**src/hdl/rog_pkg.sv**
```systemverilog
package rog_pkg;

    // ************************************************************
    // register offsets
    // ************************************************************
    localparam logic [7:0] OFS_DATA = 8'h00;
    localparam logic [7:0] OFS_CTRL = 8'h04;
    localparam logic [7:0] OFS_STAT = 8'h08;
    localparam logic [7:0] OFS_FLVL = 8'h0c;
    localparam logic [7:0] OFS_FTHR = 8'h10;
    localparam logic [7:0] OFS_MODE = 8'h14;

    // ************************************************************
    // field positions and reset values
    // ************************************************************
    localparam int CTRL_EN_BIT = 0;
    localparam int CTRL_DRIE_BIT = 1;
    localparam int CTRL_ERIE_BIT = 2;
    localparam int CTRL_ROEN_LSB = 8;
    localparam int STAT_DATA_READY_FLAG_BIT = 0;
    localparam int STAT_ERR_BIT = 1;
    localparam int MODE_DET_BIT = 0;
    localparam int NUM_RO = 4;
    localparam int THR_W = 4;
    localparam logic CTRL_DRIE_RST = 1'b1;
    localparam logic CTRL_ERIE_RST = 1'b0;
    localparam logic [3:0] ROEN_RST = 4'hf;
    localparam logic [3:0] FTHR_RST = 4'h4;
    localparam logic [31:0] POST_SEED = 32'h0000_0001;
    localparam int FIFO_DEPTH_DEF = 8;

    // ************************************************************
    // bus carriers and states
    // ************************************************************
    typedef struct packed {
        logic psel;
        logic penable;
        logic pwrite;
        logic [7:0] paddr;
        logic [31:0] pwdata;
    } rog_apb_req_s;

    typedef struct packed {
        logic [31:0] prdata;
        logic pready;
        logic pslverr;
    } rog_apb_rsp_s;

    typedef enum logic [0:0] {
        BUS_IDLE = 1'b0,
        BUS_ACK = 1'b1
    } rog_bus_e;

endpackage

```
**src/hdl/rog_random_generator_core.sv**
```systemverilog
`timescale 1ns/1ns
module rog_random_generator_core
    import rog_pkg::*;
#(
    parameter int DEPTH = FIFO_DEPTH_DEF
) (
    // clock and reset
    input wire logic pclk,
    input wire logic presetn,
    // register bus
    input wire rog_apb_req_s apb_req,
    output rog_apb_rsp_s apb_rsp,
    // entropy source pins
    input wire logic [NUM_RO-1:0] ro_osc,
    input wire logic sclk_sel,
    output logic [NUM_RO-1:0] ro_en,
    // interrupt lines
    output logic irq_data_ready,
    output logic irq_empty_read
);

    localparam int AW = $clog2(DEPTH);
    localparam int LW = $clog2(DEPTH + 1);

    // threshold field is four bits and pointers wrap by power of two
    if (DEPTH < 2 || DEPTH > 8 || (DEPTH & (DEPTH - 1)) != 0) begin : g_depth_bad
        $error("DEPTH must be a power of two from 2 to 8");
    end

    // ************************************************************
    // state
    // ************************************************************
    typedef struct packed {
        rog_bus_e bus;
        logic [31:0] prdata;
        logic pslverr;
        logic rd_empty;
        logic gen_en;
        logic drie;
        logic erie;
        logic [NUM_RO-1:0] roen;
        logic [THR_W-1:0] thr;
        logic det_mode;
        logic data_ready_flag;
        logic erflag;
        logic irq_dr;
        logic irq_er;
        logic [NUM_RO:0] sync1;
        logic [NUM_RO:0] sync2;
        logic [NUM_RO-1:0] osc_prev;
        logic [31:0] shreg;
        logic [4:0] bitcnt;
        logic [31:0] post;
        logic [DEPTH-1:0][31:0] mem;
        logic [AW-1:0] wptr;
        logic [AW-1:0] rptr;
        logic [LW-1:0] level;
    } rog_state_s;

    rog_state_s s_r;
    rog_state_s s_nxt;

    // one mixing round of the deterministic stage
    function automatic logic [31:0] post_mix(input logic [31:0] st, input logic [31:0] raw);
        logic [31:0] x;
        x = st ^ raw;
        x = x ^ (x << 13);
        x = x ^ (x >> 17);
        x = x ^ (x << 5);
        return x;
    endfunction

    // register offset decode, shared by read and write paths
    function automatic logic hit(input logic [7:0] a, input logic [7:0] ofs);
        return a == ofs;
    endfunction

    // ************************************************************
    // next-state logic
    // ************************************************************
    logic ack;
    logic rd_data;
    logic push;
    logic pop;
    logic wr_stat;
    logic [31:0] word;
    logic [NUM_RO-1:0] smp_bit;
    logic [NUM_RO-1:0] smp_hit;
    logic raw_bit;
    logic raw_stb;
    logic [LW-1:0] lvl_n;
    logic [7:0] adr;
    logic [31:0] wd;

    always_comb begin
        s_nxt = s_r;
        adr = apb_req.paddr;
        wd = apb_req.pwdata;
        ack = apb_req.psel && apb_req.penable && s_r.bus == BUS_ACK;
        rd_data = ack && !apb_req.pwrite && hit(adr, OFS_DATA);
        wr_stat = ack && apb_req.pwrite && hit(adr, OFS_STAT);
        // pins pass two flops; sclk_sel rides in the top bit
        s_nxt.sync1 = {sclk_sel, ro_osc};
        s_nxt.sync2 = s_r.sync1;
        s_nxt.osc_prev = s_r.sync2[NUM_RO-1:0];
        // own-clock sampling takes the neighbour's phase at each own rising edge
        for (int i = 0; i < NUM_RO; i++) begin
            smp_hit[i] = s_r.roen[i] &&
                (s_r.sync2[NUM_RO] || (s_r.sync2[i] && !s_r.osc_prev[i]));
            smp_bit[i] = s_r.sync2[NUM_RO] ? s_r.sync2[i] : s_r.sync2[(i + 1) % NUM_RO];
        end
        raw_stb = s_r.gen_en && |smp_hit;
        raw_bit = ^(smp_bit & smp_hit);
        word = 32'h0;
        push = 1'b0;
        if (raw_stb) begin
            s_nxt.shreg = {s_r.shreg[30:0], raw_bit};
            s_nxt.bitcnt = s_r.bitcnt + 5'h01;
            if (s_r.bitcnt == 5'h1f) begin
                // raw word always runs the mixer; mode picks what is queued
                s_nxt.post = post_mix(s_r.post, {s_r.shreg[30:0], raw_bit});
                word = s_r.det_mode ? s_nxt.post : {s_r.shreg[30:0], raw_bit};
                push = LW'(DEPTH) != s_r.level; // a full queue drops the word
            end
        end
        pop = rd_data && !s_r.rd_empty;
        if (push) begin
            s_nxt.mem[s_r.wptr] = word;
            s_nxt.wptr = s_r.wptr + AW'(1);
        end
        if (pop) begin
            s_nxt.rptr = s_r.rptr + AW'(1);
        end
        lvl_n = s_r.level + LW'(push) - LW'(pop);
        s_nxt.level = lvl_n;
        // bus: one wait state so read data comes from a flop
        unique case (s_r.bus)
            BUS_IDLE: begin
                if (apb_req.psel && apb_req.penable) begin
                    s_nxt.bus = BUS_ACK;
                    s_nxt.pslverr = !(hit(adr, OFS_DATA) || hit(adr, OFS_CTRL) ||
                        hit(adr, OFS_STAT) || hit(adr, OFS_FLVL) ||
                        hit(adr, OFS_FTHR) || hit(adr, OFS_MODE));
                    s_nxt.prdata = 32'h0;
                    // judged at capture: a push before the ack must not pop an unsent word
                    s_nxt.rd_empty = s_r.level == '0;
                    if (!apb_req.pwrite) begin
                        if (hit(adr, OFS_DATA)) begin
                            // empty read returns zero
                            s_nxt.prdata = s_r.level != '0 ? s_r.mem[s_r.rptr] : 32'h0;
                        end else if (hit(adr, OFS_CTRL)) begin
                            s_nxt.prdata[CTRL_EN_BIT] = s_r.gen_en;
                            s_nxt.prdata[CTRL_DRIE_BIT] = s_r.drie;
                            s_nxt.prdata[CTRL_ERIE_BIT] = s_r.erie;
                            s_nxt.prdata[CTRL_ROEN_LSB +: NUM_RO] = s_r.roen;
                        end else if (hit(adr, OFS_STAT)) begin
                            s_nxt.prdata[STAT_DATA_READY_FLAG_BIT] = s_r.data_ready_flag;
                            s_nxt.prdata[STAT_ERR_BIT] = s_r.erflag;
                        end else if (hit(adr, OFS_FLVL)) begin
                            s_nxt.prdata[LW-1:0] = s_r.level;
                        end else if (hit(adr, OFS_FTHR)) begin
                            s_nxt.prdata[THR_W-1:0] = s_r.thr;
                        end else if (hit(adr, OFS_MODE)) begin
                            s_nxt.prdata[MODE_DET_BIT] = s_r.det_mode;
                        end
                    end
                end
            end
            BUS_ACK: begin
                s_nxt.bus = BUS_IDLE;
                // error response stands for the completing cycle only
                s_nxt.pslverr = 1'b0;
            end
        endcase
        // register writes take effect at the completing edge
        if (ack && apb_req.pwrite) begin
            if (hit(adr, OFS_CTRL)) begin
                s_nxt.gen_en = wd[CTRL_EN_BIT];
                // running generator keeps its setup
                if (!s_r.gen_en) begin
                    s_nxt.drie = wd[CTRL_DRIE_BIT];
                    s_nxt.erie = wd[CTRL_ERIE_BIT];
                    s_nxt.roen = wd[CTRL_ROEN_LSB +: NUM_RO];
                end
            end
            if (hit(adr, OFS_FTHR) && !s_r.gen_en) begin
                s_nxt.thr = wd[THR_W-1:0];
            end
            if (hit(adr, OFS_MODE)) begin
                s_nxt.det_mode = wd[MODE_DET_BIT];
            end
        end
        // write-one clears only act while enabled
        if (wr_stat && s_r.gen_en && wd[STAT_DATA_READY_FLAG_BIT]) begin
            s_nxt.data_ready_flag = 1'b0;
        end
        if (wr_stat && s_r.gen_en && wd[STAT_ERR_BIT]) begin
            s_nxt.erflag = 1'b0;
        end
        // sets come last so an event beats a clear in the same cycle
        if (push && !pop && int'(lvl_n) == int'(s_r.thr)) begin
            s_nxt.data_ready_flag = 1'b1;
        end
        if (rd_data && s_r.rd_empty) begin
            s_nxt.erflag = 1'b1;
        end
        s_nxt.irq_dr = s_nxt.data_ready_flag && s_nxt.drie;
        s_nxt.irq_er = s_nxt.erflag && s_nxt.erie;
    end

    // ************************************************************
    // state register
    // ************************************************************
    always_ff @(posedge pclk or negedge presetn) begin
        if (!presetn) begin
            s_r <= '0;
            s_r.drie <= CTRL_DRIE_RST;
            s_r.erie <= CTRL_ERIE_RST;
            s_r.roen <= ROEN_RST;
            s_r.thr <= FTHR_RST;
            s_r.post <= POST_SEED;
        end else begin
            s_r <= s_nxt;
        end
    end

    // outputs straight from the state flops
    assign apb_rsp.prdata = s_r.prdata;
    assign apb_rsp.pready = s_r.bus == BUS_ACK;
    assign apb_rsp.pslverr = s_r.pslverr;
    assign ro_en = s_r.roen;
    assign irq_data_ready = s_r.irq_dr;
    assign irq_empty_read = s_r.irq_er;
endmodule

```
**config.mk**
```make
export PLATFORM = sky130hd
export DESIGN_NAME = rog_random_generator_core
export DESIGN_NICKNAME = d
export VERILOG_FILES = /design/src/hdl/rog_pkg.sv /design/src/hdl/rog_random_generator_core.sv
export SDC_FILE = /design/constraint.sdc
export NUM_CORES = 1
export LEC_CHECK = 0
export ABC_AREA = 1
export BUFFER_PORTS_ARGS = -buffer_cell sky130_fd_sc_hd__clkbuf_2
export CAP_MARGIN = 30
export CELL_PAD_IN_SITES_DETAIL_PLACEMENT = 1
export CELL_PAD_IN_SITES_GLOBAL_PLACEMENT = 2
export CORE_ASPECT_RATIO = 0.6
export CORE_UTILIZATION = 41
export CTS_CLUSTER_SIZE = 16
export DETAILED_ROUTE_END_ITERATION = 7
export PLACE_DENSITY_LB_ADDON = 0.12
export SYNTH_ARGS = -nofsm -noshare
export SYNTH_HDL_FRONTEND = slang
export SYNTH_SLANG_ARGS = --single-unit
```
**constraint.sdc**
```tcl
create_clock -name pclk -period 5.2 [get_ports pclk]
set_input_delay 1.56 -clock pclk [delete_from_list [all_inputs] [get_ports pclk]]
set_output_delay 1.56 -clock pclk [all_outputs]
set_load 0.05 [all_outputs]
```
==> metrics.txt, run 1 <==
met1 global-route usage=0.4490; post-route ant nets=0; total CTS buffers=42; CTS Sinks=approximately 400; area delta synth->final=10.62%; Post-Route Setup TNS=0 ps; Worst Clk Skew=~30 ps; H-tree Lvls=2; Synth top area share=0.5135; depth of the most critical reg-to-reg path=16; Die Wd=280.7 um; first-pass GRT wire length=a little under 100000 um; P_leak=about 10 nW; die footprint=approximately 47000 um2; final WL=62570 um; met3 GRT Util=0.04130; synthesized area per cell=~8.3 um2; antenna violations before repair=2; First DRT Iteration DRCs=approximately 1.3k; ordered cell list for the critical path=clkbuf_2 > nor2_1 > inv_1 > nor3_1 > nand2_1 > inv_1 > nand3_1 > nor2_1 > ha_1 > inv_1 > ha_1 > fa_1 > xor2_1 > nor2_1 > nand4_1 > a21oi_1; Final Cycle Share=0.7370; # rows=60; Hold/Removal Path Class=reg -> reg; Place WS=roughly 800 ps; Core ar.=around 45000 um2; Peak Freq=~0.26 GHz; clk root buf=clkbuf_16; critical path's slowest cell=fa_1; IO Pins=90; PostCTS Resize Cnt=0; cell taking the most area after synthesis=dfrtp_1; via count=around 16k; nets=between 2k and 2.5k; Post-CTS Setup Inserts=0; Internal=roughly 5 mW; pin count of the biggest net entering global routing=110; WS Path Type=in -> reg; Sw Ratio=0.2260; Crit. End Element=flop; layout cell share with drive strength beyond 1=0.09201; Slew @ Worst Pin=~1000 ps; CP required=5680 ps; PD cells=between 300 and 400 nW/um2; Avg Vias per Cell=~5.4; GR Util met2=0.3685; Seq pwr share=0.486; FFs w/ async S/R, synth=1.000; total power=around 6.5 mW; startpoint types=input port; clock power share=0.483; DRC Markers=0; RR Startpoint=s_r[343]; Slew headroom=0.3327; most used routing layer=met1; Max VDD drop=about 0.0002 V; Final GP Congestion=about 0.83; combinational power share=0.032; gr usage total=0.2714; Worst-Skew Late Latency=~570 ps; sequential area share after synthesis=0.5231; post-synthesis register bit count=approximately 400; synth top area cells=dfrtp_1, nand2_1, o21ai_0; Mapped Area=~19000 um2; EDFF count, synth=0; Switch Pwr=1.459 mW; Max clock buf depth=3; status=complete, no violations; fill cell count=between 5k and 6k; final-report setup violation count=0; Clk pin slew, worst setup/hold paths=around 60 ps; maxcap violations=0; Initial Util=0.4213; Post-DP HPWL=approximately 41000 um; Hold Buf Count CTS=0; min Tclk post-route=about 3800 ps; R2R Setup Slk=1770 ps; Hold EP=s_nxt[337]; critical path's top delay family=simple AND/OR/NAND/NOR gates; Crit Path Max Fanout=6; Congestion Overflow GR=0; min setup slack post-route=~1400 ps; Die Y=between 150 and 200 um; DR pass1 iterations=5; hold path startpoint=s_nxt[341]; count of pins over their slew limit=0; Avg WL per Cell=between 20 and 25 um; hold depth=0; Post-Syn Instances=around 2.3k; vias in the first global route=approximately 16k; Post-Syn Nets=2367; Distinct cells, synth=48; Synth Warn #=0; crit path buf inv count=4; CTS tree=built; Synth Flop Type=dfrtp_1; Critical R2R Capture=irq_data_ready; Final Hold Fails=0; final core occ=0.4661; Critical Path AT=between 4000 and 5000 ps; CP max stage delay=470 ps; PortBufs=65; RSZ-0062 raised after global routing=no
==> through the flow <==
step	hold slack, ps	cells	cell area, um2
3_3_place_gp	332.0	2858	19690
3_5_place_dp	336.5	2861	19730
4_1_cts	355.8	2935	21130
5_1_grt	365.5	2935	21130
2_1_floorplan	331.2	2305	19100
6_report	356.1	2937	21130
==> per-layer routing <==
| layer | vias to the layer above | part of all wire |
|---|---|---|
| li1 | 7349 | - |
| met4 | 0 | 0.013 |
| met5 | - | 0 |
| met2 | 330 | 0.40 |
| met3 | 56 | 0.052 |
| met1 | 8020 | 0.54 |
==> logic make-up after synthesis <==
kind of cell,count (synthesis),synth area share
AOI/OAI and AO/OA,554,0.1552
xor gates and xnor gates,98,0.04493
adders and majority gates,12,0.008252
buffers and inverters,329,0.07721
DFF,399,0.5231
muxes,6,0.003471
and+or+nand+nor,907,0.1878
==> synthesized netlist by cell type, types with 8 or more instances <==
master and instances:
clkbuf_1 79, inv_2 10, a21oi_2 8, o22ai_1 25, xor2_1 28, buf_2 36
o211ai_1 8, a21o_1 14, nor2_1 108, o21ai_1 25, o21ai_0 365, ha_1 11
inv_1 150, dfrtp_1 392, a21oi_1 86, o221ai_1 9, nand3_1 65, xnor2_1 70
nand2_1 710, buf_4 43
==> registers in the layout, indices dropped and copies added, names as in the netlist <==
register,count
apb_rsp,34
irq_data_ready,1
irq_empty_read,1
ro_en,4
s_nxt,9
s_r,350
==> cells in the final DEF, fill, tap and decap left out, types with 5 or more instances in the layout <==
cell and n:
xor2_1 28, clkbuf_16 45, o22ai_1 25, dfrtp_1 389, nand2_1 709, inv_2 11, clkbuf_1 12, nor2_1 108
dfstp_2 7, xnor2_1 70, a21oi_1 86, o21ai_0 365, o21ai_1 25, a21oi_2 8, ha_1 11, nand4_1 6
clkbuf_2 64, buf_12 7, nand3_1 65, a21o_1 14, mux2_2 5, inv_1 149, clkbuf_8 10, clkinv_2 5
o221ai_1 9, o211ai_1 8, buf_4 29
==> layout make-up <==
cell class,count,area [um2],share of cell area
multi-input combinational,1577,7640,0.3615
clock inverter,7,85.08,0.004026
inverter,164,625.6,0.02960
antenna,2,5.005,0.0002368
clock buffer,67,1309,0.06193
sequential,399,10000,0.4732
timing repair buffer,101,693.2,0.03280
tap,620,775.7,0.03671
==> power groups by stage <==
stage                     Sequential (mW)  Combinational [mW]  Clock (mW)
after floorplan                      3.19              0.0950           0
after global placement               3.19               0.202           0
after detailed placement             3.19               0.208           0
after CTS                            3.13               0.210        3.19
after global routing                 3.13               0.234        3.31
final                                3.13               0.204        3.12
==> worst max-delay path by stage <==
stage                 from             end  slack [ps]  cells after the start
2_1_floorplan  apb_req[33]  irq_data_ready        1000                     16
3_3_place_gp   apb_req[33]  irq_data_ready         910                     16
3_5_place_dp   apb_req[33]  irq_data_ready         790                     16
4_1_cts        apb_req[33]  irq_data_ready        1370                     16
5_1_grt        apb_req[33]  irq_data_ready        1070                     16
6_report       apb_req[33]  irq_data_ready        1370                     16
No activity file was read; power rests on OpenSTA's default activity.
==> inputs of run 2 (changes only) <==
ABC_AREA = 0   (was 1)
CORE_UTILIZATION = 38   (was 41)
clock period = 3.1 ns   (was 5.2 ns; I/O delays follow)
==> metrics.txt, run 2 <==
CTS Sinks=399 (unchanged); Post-Syn Nets=1758 (-26%); H-tree Lvls=2 (unchanged); status=complete, no violations; Die Wd=289.2 um (+3.0%); Max clock buf depth=3 (unchanged); ordered cell list for the critical path=ha_2 > and3_4 > ha_4 > nand3_4 > a21oi_2 > inv_1 > ha_1 > inv_1 > ha_2 > buf_4 > a21o_1 > a21oi_2 > xor2_1 > xnor2_1 > a32o_2 > and2_1; post-route ant nets=0 (unchanged); sequential area share after synthesis=0.5314 (+0.008318); First DRT Iteration DRCs=782 (-40%); Internal=8.234 mW (+65%); Post-DP HPWL=37690 um (-7.7%); Antenna Cells=0 (-2); Sw Ratio=0.2289 (+0.002873); Initial Util=0.3891 (-0.03221); crit path buf inv count=3 (-1); WS Path Type=reg -> reg; Synth Warn #=0 (unchanged); Clk pin slew, worst setup/hold paths=60 ps (about the same); # rows=62 (+3.3%); Critical Path AT=3450 ps (-860 ps); synth top area cells=dfrtp_1, mux4_2, nand2_1; CP max stage delay=360 ps (-110 ps); commonest non-fill, non-tap cell in the layout=dfrtp_1; Worst Clk Skew=18.24 ps (-11.44 ps); Congestion Overflow GR=0 (unchanged); min setup slack post-route=91.92 ps (-1276 ps); Die Y=174.3 um (+3.0%); Slew @ Worst Pin=843.6 ps (-155.8 ps); Final GP Congestion=0.8609 (+4.0%); pin count of the biggest net entering global routing=64 (-42%); synthesized area per cell=11.09 um2 (+34%); PD cells=492.1 nW/um2 (+61%); Post-Syn Instances=1696 (-26%); Max VDD drop=0.0003581 V (+80%); Worst-Skew Late Latency=560 ps (about the same); antenna violations before repair=4 (+2); clock power share=0.468 (-0.015); Synth top area share=0.5216 (+0.008165); Core ar.=48330 um2 (+6.6%); critical path's slowest cell=dfrtp_1; Crit. End Element=flop; Switch Pwr=2.444 mW (+68%); PortBufs=65 (unchanged); Avg WL per Cell=22.45 um (+5.4%); DR pass1 iterations=5 (unchanged); CP required=3540 ps (-2140 ps); Crit Path Max Fanout=2 (-4); min Tclk post-route=about 3000 ps; layout cell share with drive strength beyond 1=0.2250 (+0.1330); most frequent cells in the layout=dfrtp_1, nand2_1, o21ai_0; DRC Markers=0 (unchanged); Largest register FFs=350 (unchanged); vias in the first global route=13.71k (-15%); Post-Route Setup TNS=0 ps (unchanged); Final Hold Fails=0 (unchanged); Placed Cells incl. Taps=2364 (-17%); Seq pwr share=0.492 (+0.006); Mapped Area=18810 um2 (-1.6%); final core occ=0.4490 (-0.01709); final-report setup violation count=0 (unchanged); fin cells=2440 (-17%); maxcap violations=0 (unchanged); critical path's top delay family=adder cells; P_leak=9.594 nW (-4.2%); via count=12.97k (-18%); combinational power share=0.040 (+0.008); area delta synth->final=15.38%; Place WS=-470.2 ps (-1258 ps); startpoint types=flop; Reg with most FFs=s_r; Hold/Removal Path Class=reg -> reg; IO Pins=90 (unchanged); Avg Vias per Cell=5.316 (-0.90%); Synth Flop Type=dfrtp_1; cell taking the most area after synthesis=dfrtp_1; final WL=54790 um (-12%); Distinct cells, synth=53 (+10%); clk root buf=clkbuf_16; gr usage total=0.2256 (-0.04580); nets=1832 (-22%); CTS tree=built; total CTS buffers=41 (-2.4%); Slew headroom=0.4335 (+0.1008); Synth top cells by count=dfrtp_1, nand2_1, o21ai_0; most frequent cell after synthesis=dfrtp_1; Peak Freq=0.3324 GHz; FFs w/ async S/R, synth=1.000 (unchanged); Final Cycle Share=0.9703; die footprint=50410 um2 (+6.1%); EDFF count, synth=0 (unchanged); post-synthesis register bit count=399 (unchanged); count of pins over their slew limit=0 (unchanged); first-pass GRT wire length=86300 um (-12%)
## run 2: metal layers
| layer | track usage | part of all wire | vias to the layer above | wire [um] |
|---|---|---|---|---|
| li1 | - | - | 6016 | - |
| met1 | 0.3687 | 0.54 | 6694 | 29620 |
| met2 | 0.3049 | 0.39 | 211 | 21550 |
| met3 | 0.04567 | 0.054 | 50 | 2943 |
| met4 | 0.03794 | 0.012 | 0 | 676 |
| met5 | 0 | 0 | - | 0 |
## run 2: path summary, 6_finish.rpt
check	endpoint	start	slack [ps]	cells past startpoint
max reg2reg	irq_data_ready	s_r[298]	90	16
max in group asynchronous	s_r[266]	presetn	1910	2
min	s_nxt[338]	s_nxt[342]	350	0
max	irq_data_ready	s_r[298]	90	16
min in group asynchronous	apb_rsp[1]	presetn	370	1
min reg2reg	s_nxt[338]	s_nxt[342]	350	0
## run 2: cells by family (layout without fill, tap and decap cells)
logic type	after synthesis	after routing	synth area share
adders and majority gates	12	12	0.008383
AOI/OAI and AO/OA	353	353	0.1107
DFF	399	399	0.5314
buffers and inverters	157	261	0.03952
and+or+nand+nor	473	473	0.1037
muxes	145	145	0.1230
xor gates and xnor gates	157	157	0.08330
## run 2: power groups by stage
stage	registers [mW]	logic, mW	clock network [mW]
final	5.26	0.422	5.00
after global routing	5.25	0.466	5.35
after CTS	5.25	0.389	5.13
after detailed placement	5.35	0.361	0
after global placement	5.35	0.358	0
after floorplan	5.35	0.149	0
## run 2: worst reg2reg max path, stage by stage (launching register included)
cell and delay [ps]:
dfrtp_1 360, ha_2 190, and3_4 200, ha_4 180, nand3_4 90, a21oi_2 130
inv_1 60, ha_1 270, inv_1 40, ha_2 170, buf_4 130, a21o_1 190
a21oi_2 150, xor2_1 240, xnor2_1 100, a32o_2 280, and2_1 140
## run 2: layout make-up
class                      count  area, um2
tap                          640      800.8
timing repair buffer         175       1336
inverter                      13      48.80
clock buffer                  66       1250
clock inverter                 7      67.56
sequential                   399      10000
multi-input combinational   1140       8192
fill                        5143      26630
## run 2: through the flow
stage,hold slack (ps),area (um2),power [mW]
finish,345.9,21700,10.68
floorplan,331.2,18860,5.494
global placement,332.1,20310,5.708
global route,351.2,21700,11.07
CTS,349.9,21650,10.78
detailed placement,337.2,20310,5.712
## run 2: timing repair
action,4_1_cts,5_1_grt
resized for setup,2,13
endpoints found under the setup margin,1,2
setup buffers,1,2
hold buffers,0,0
pin swaps,1,2
hold endpoints to repair,0,0
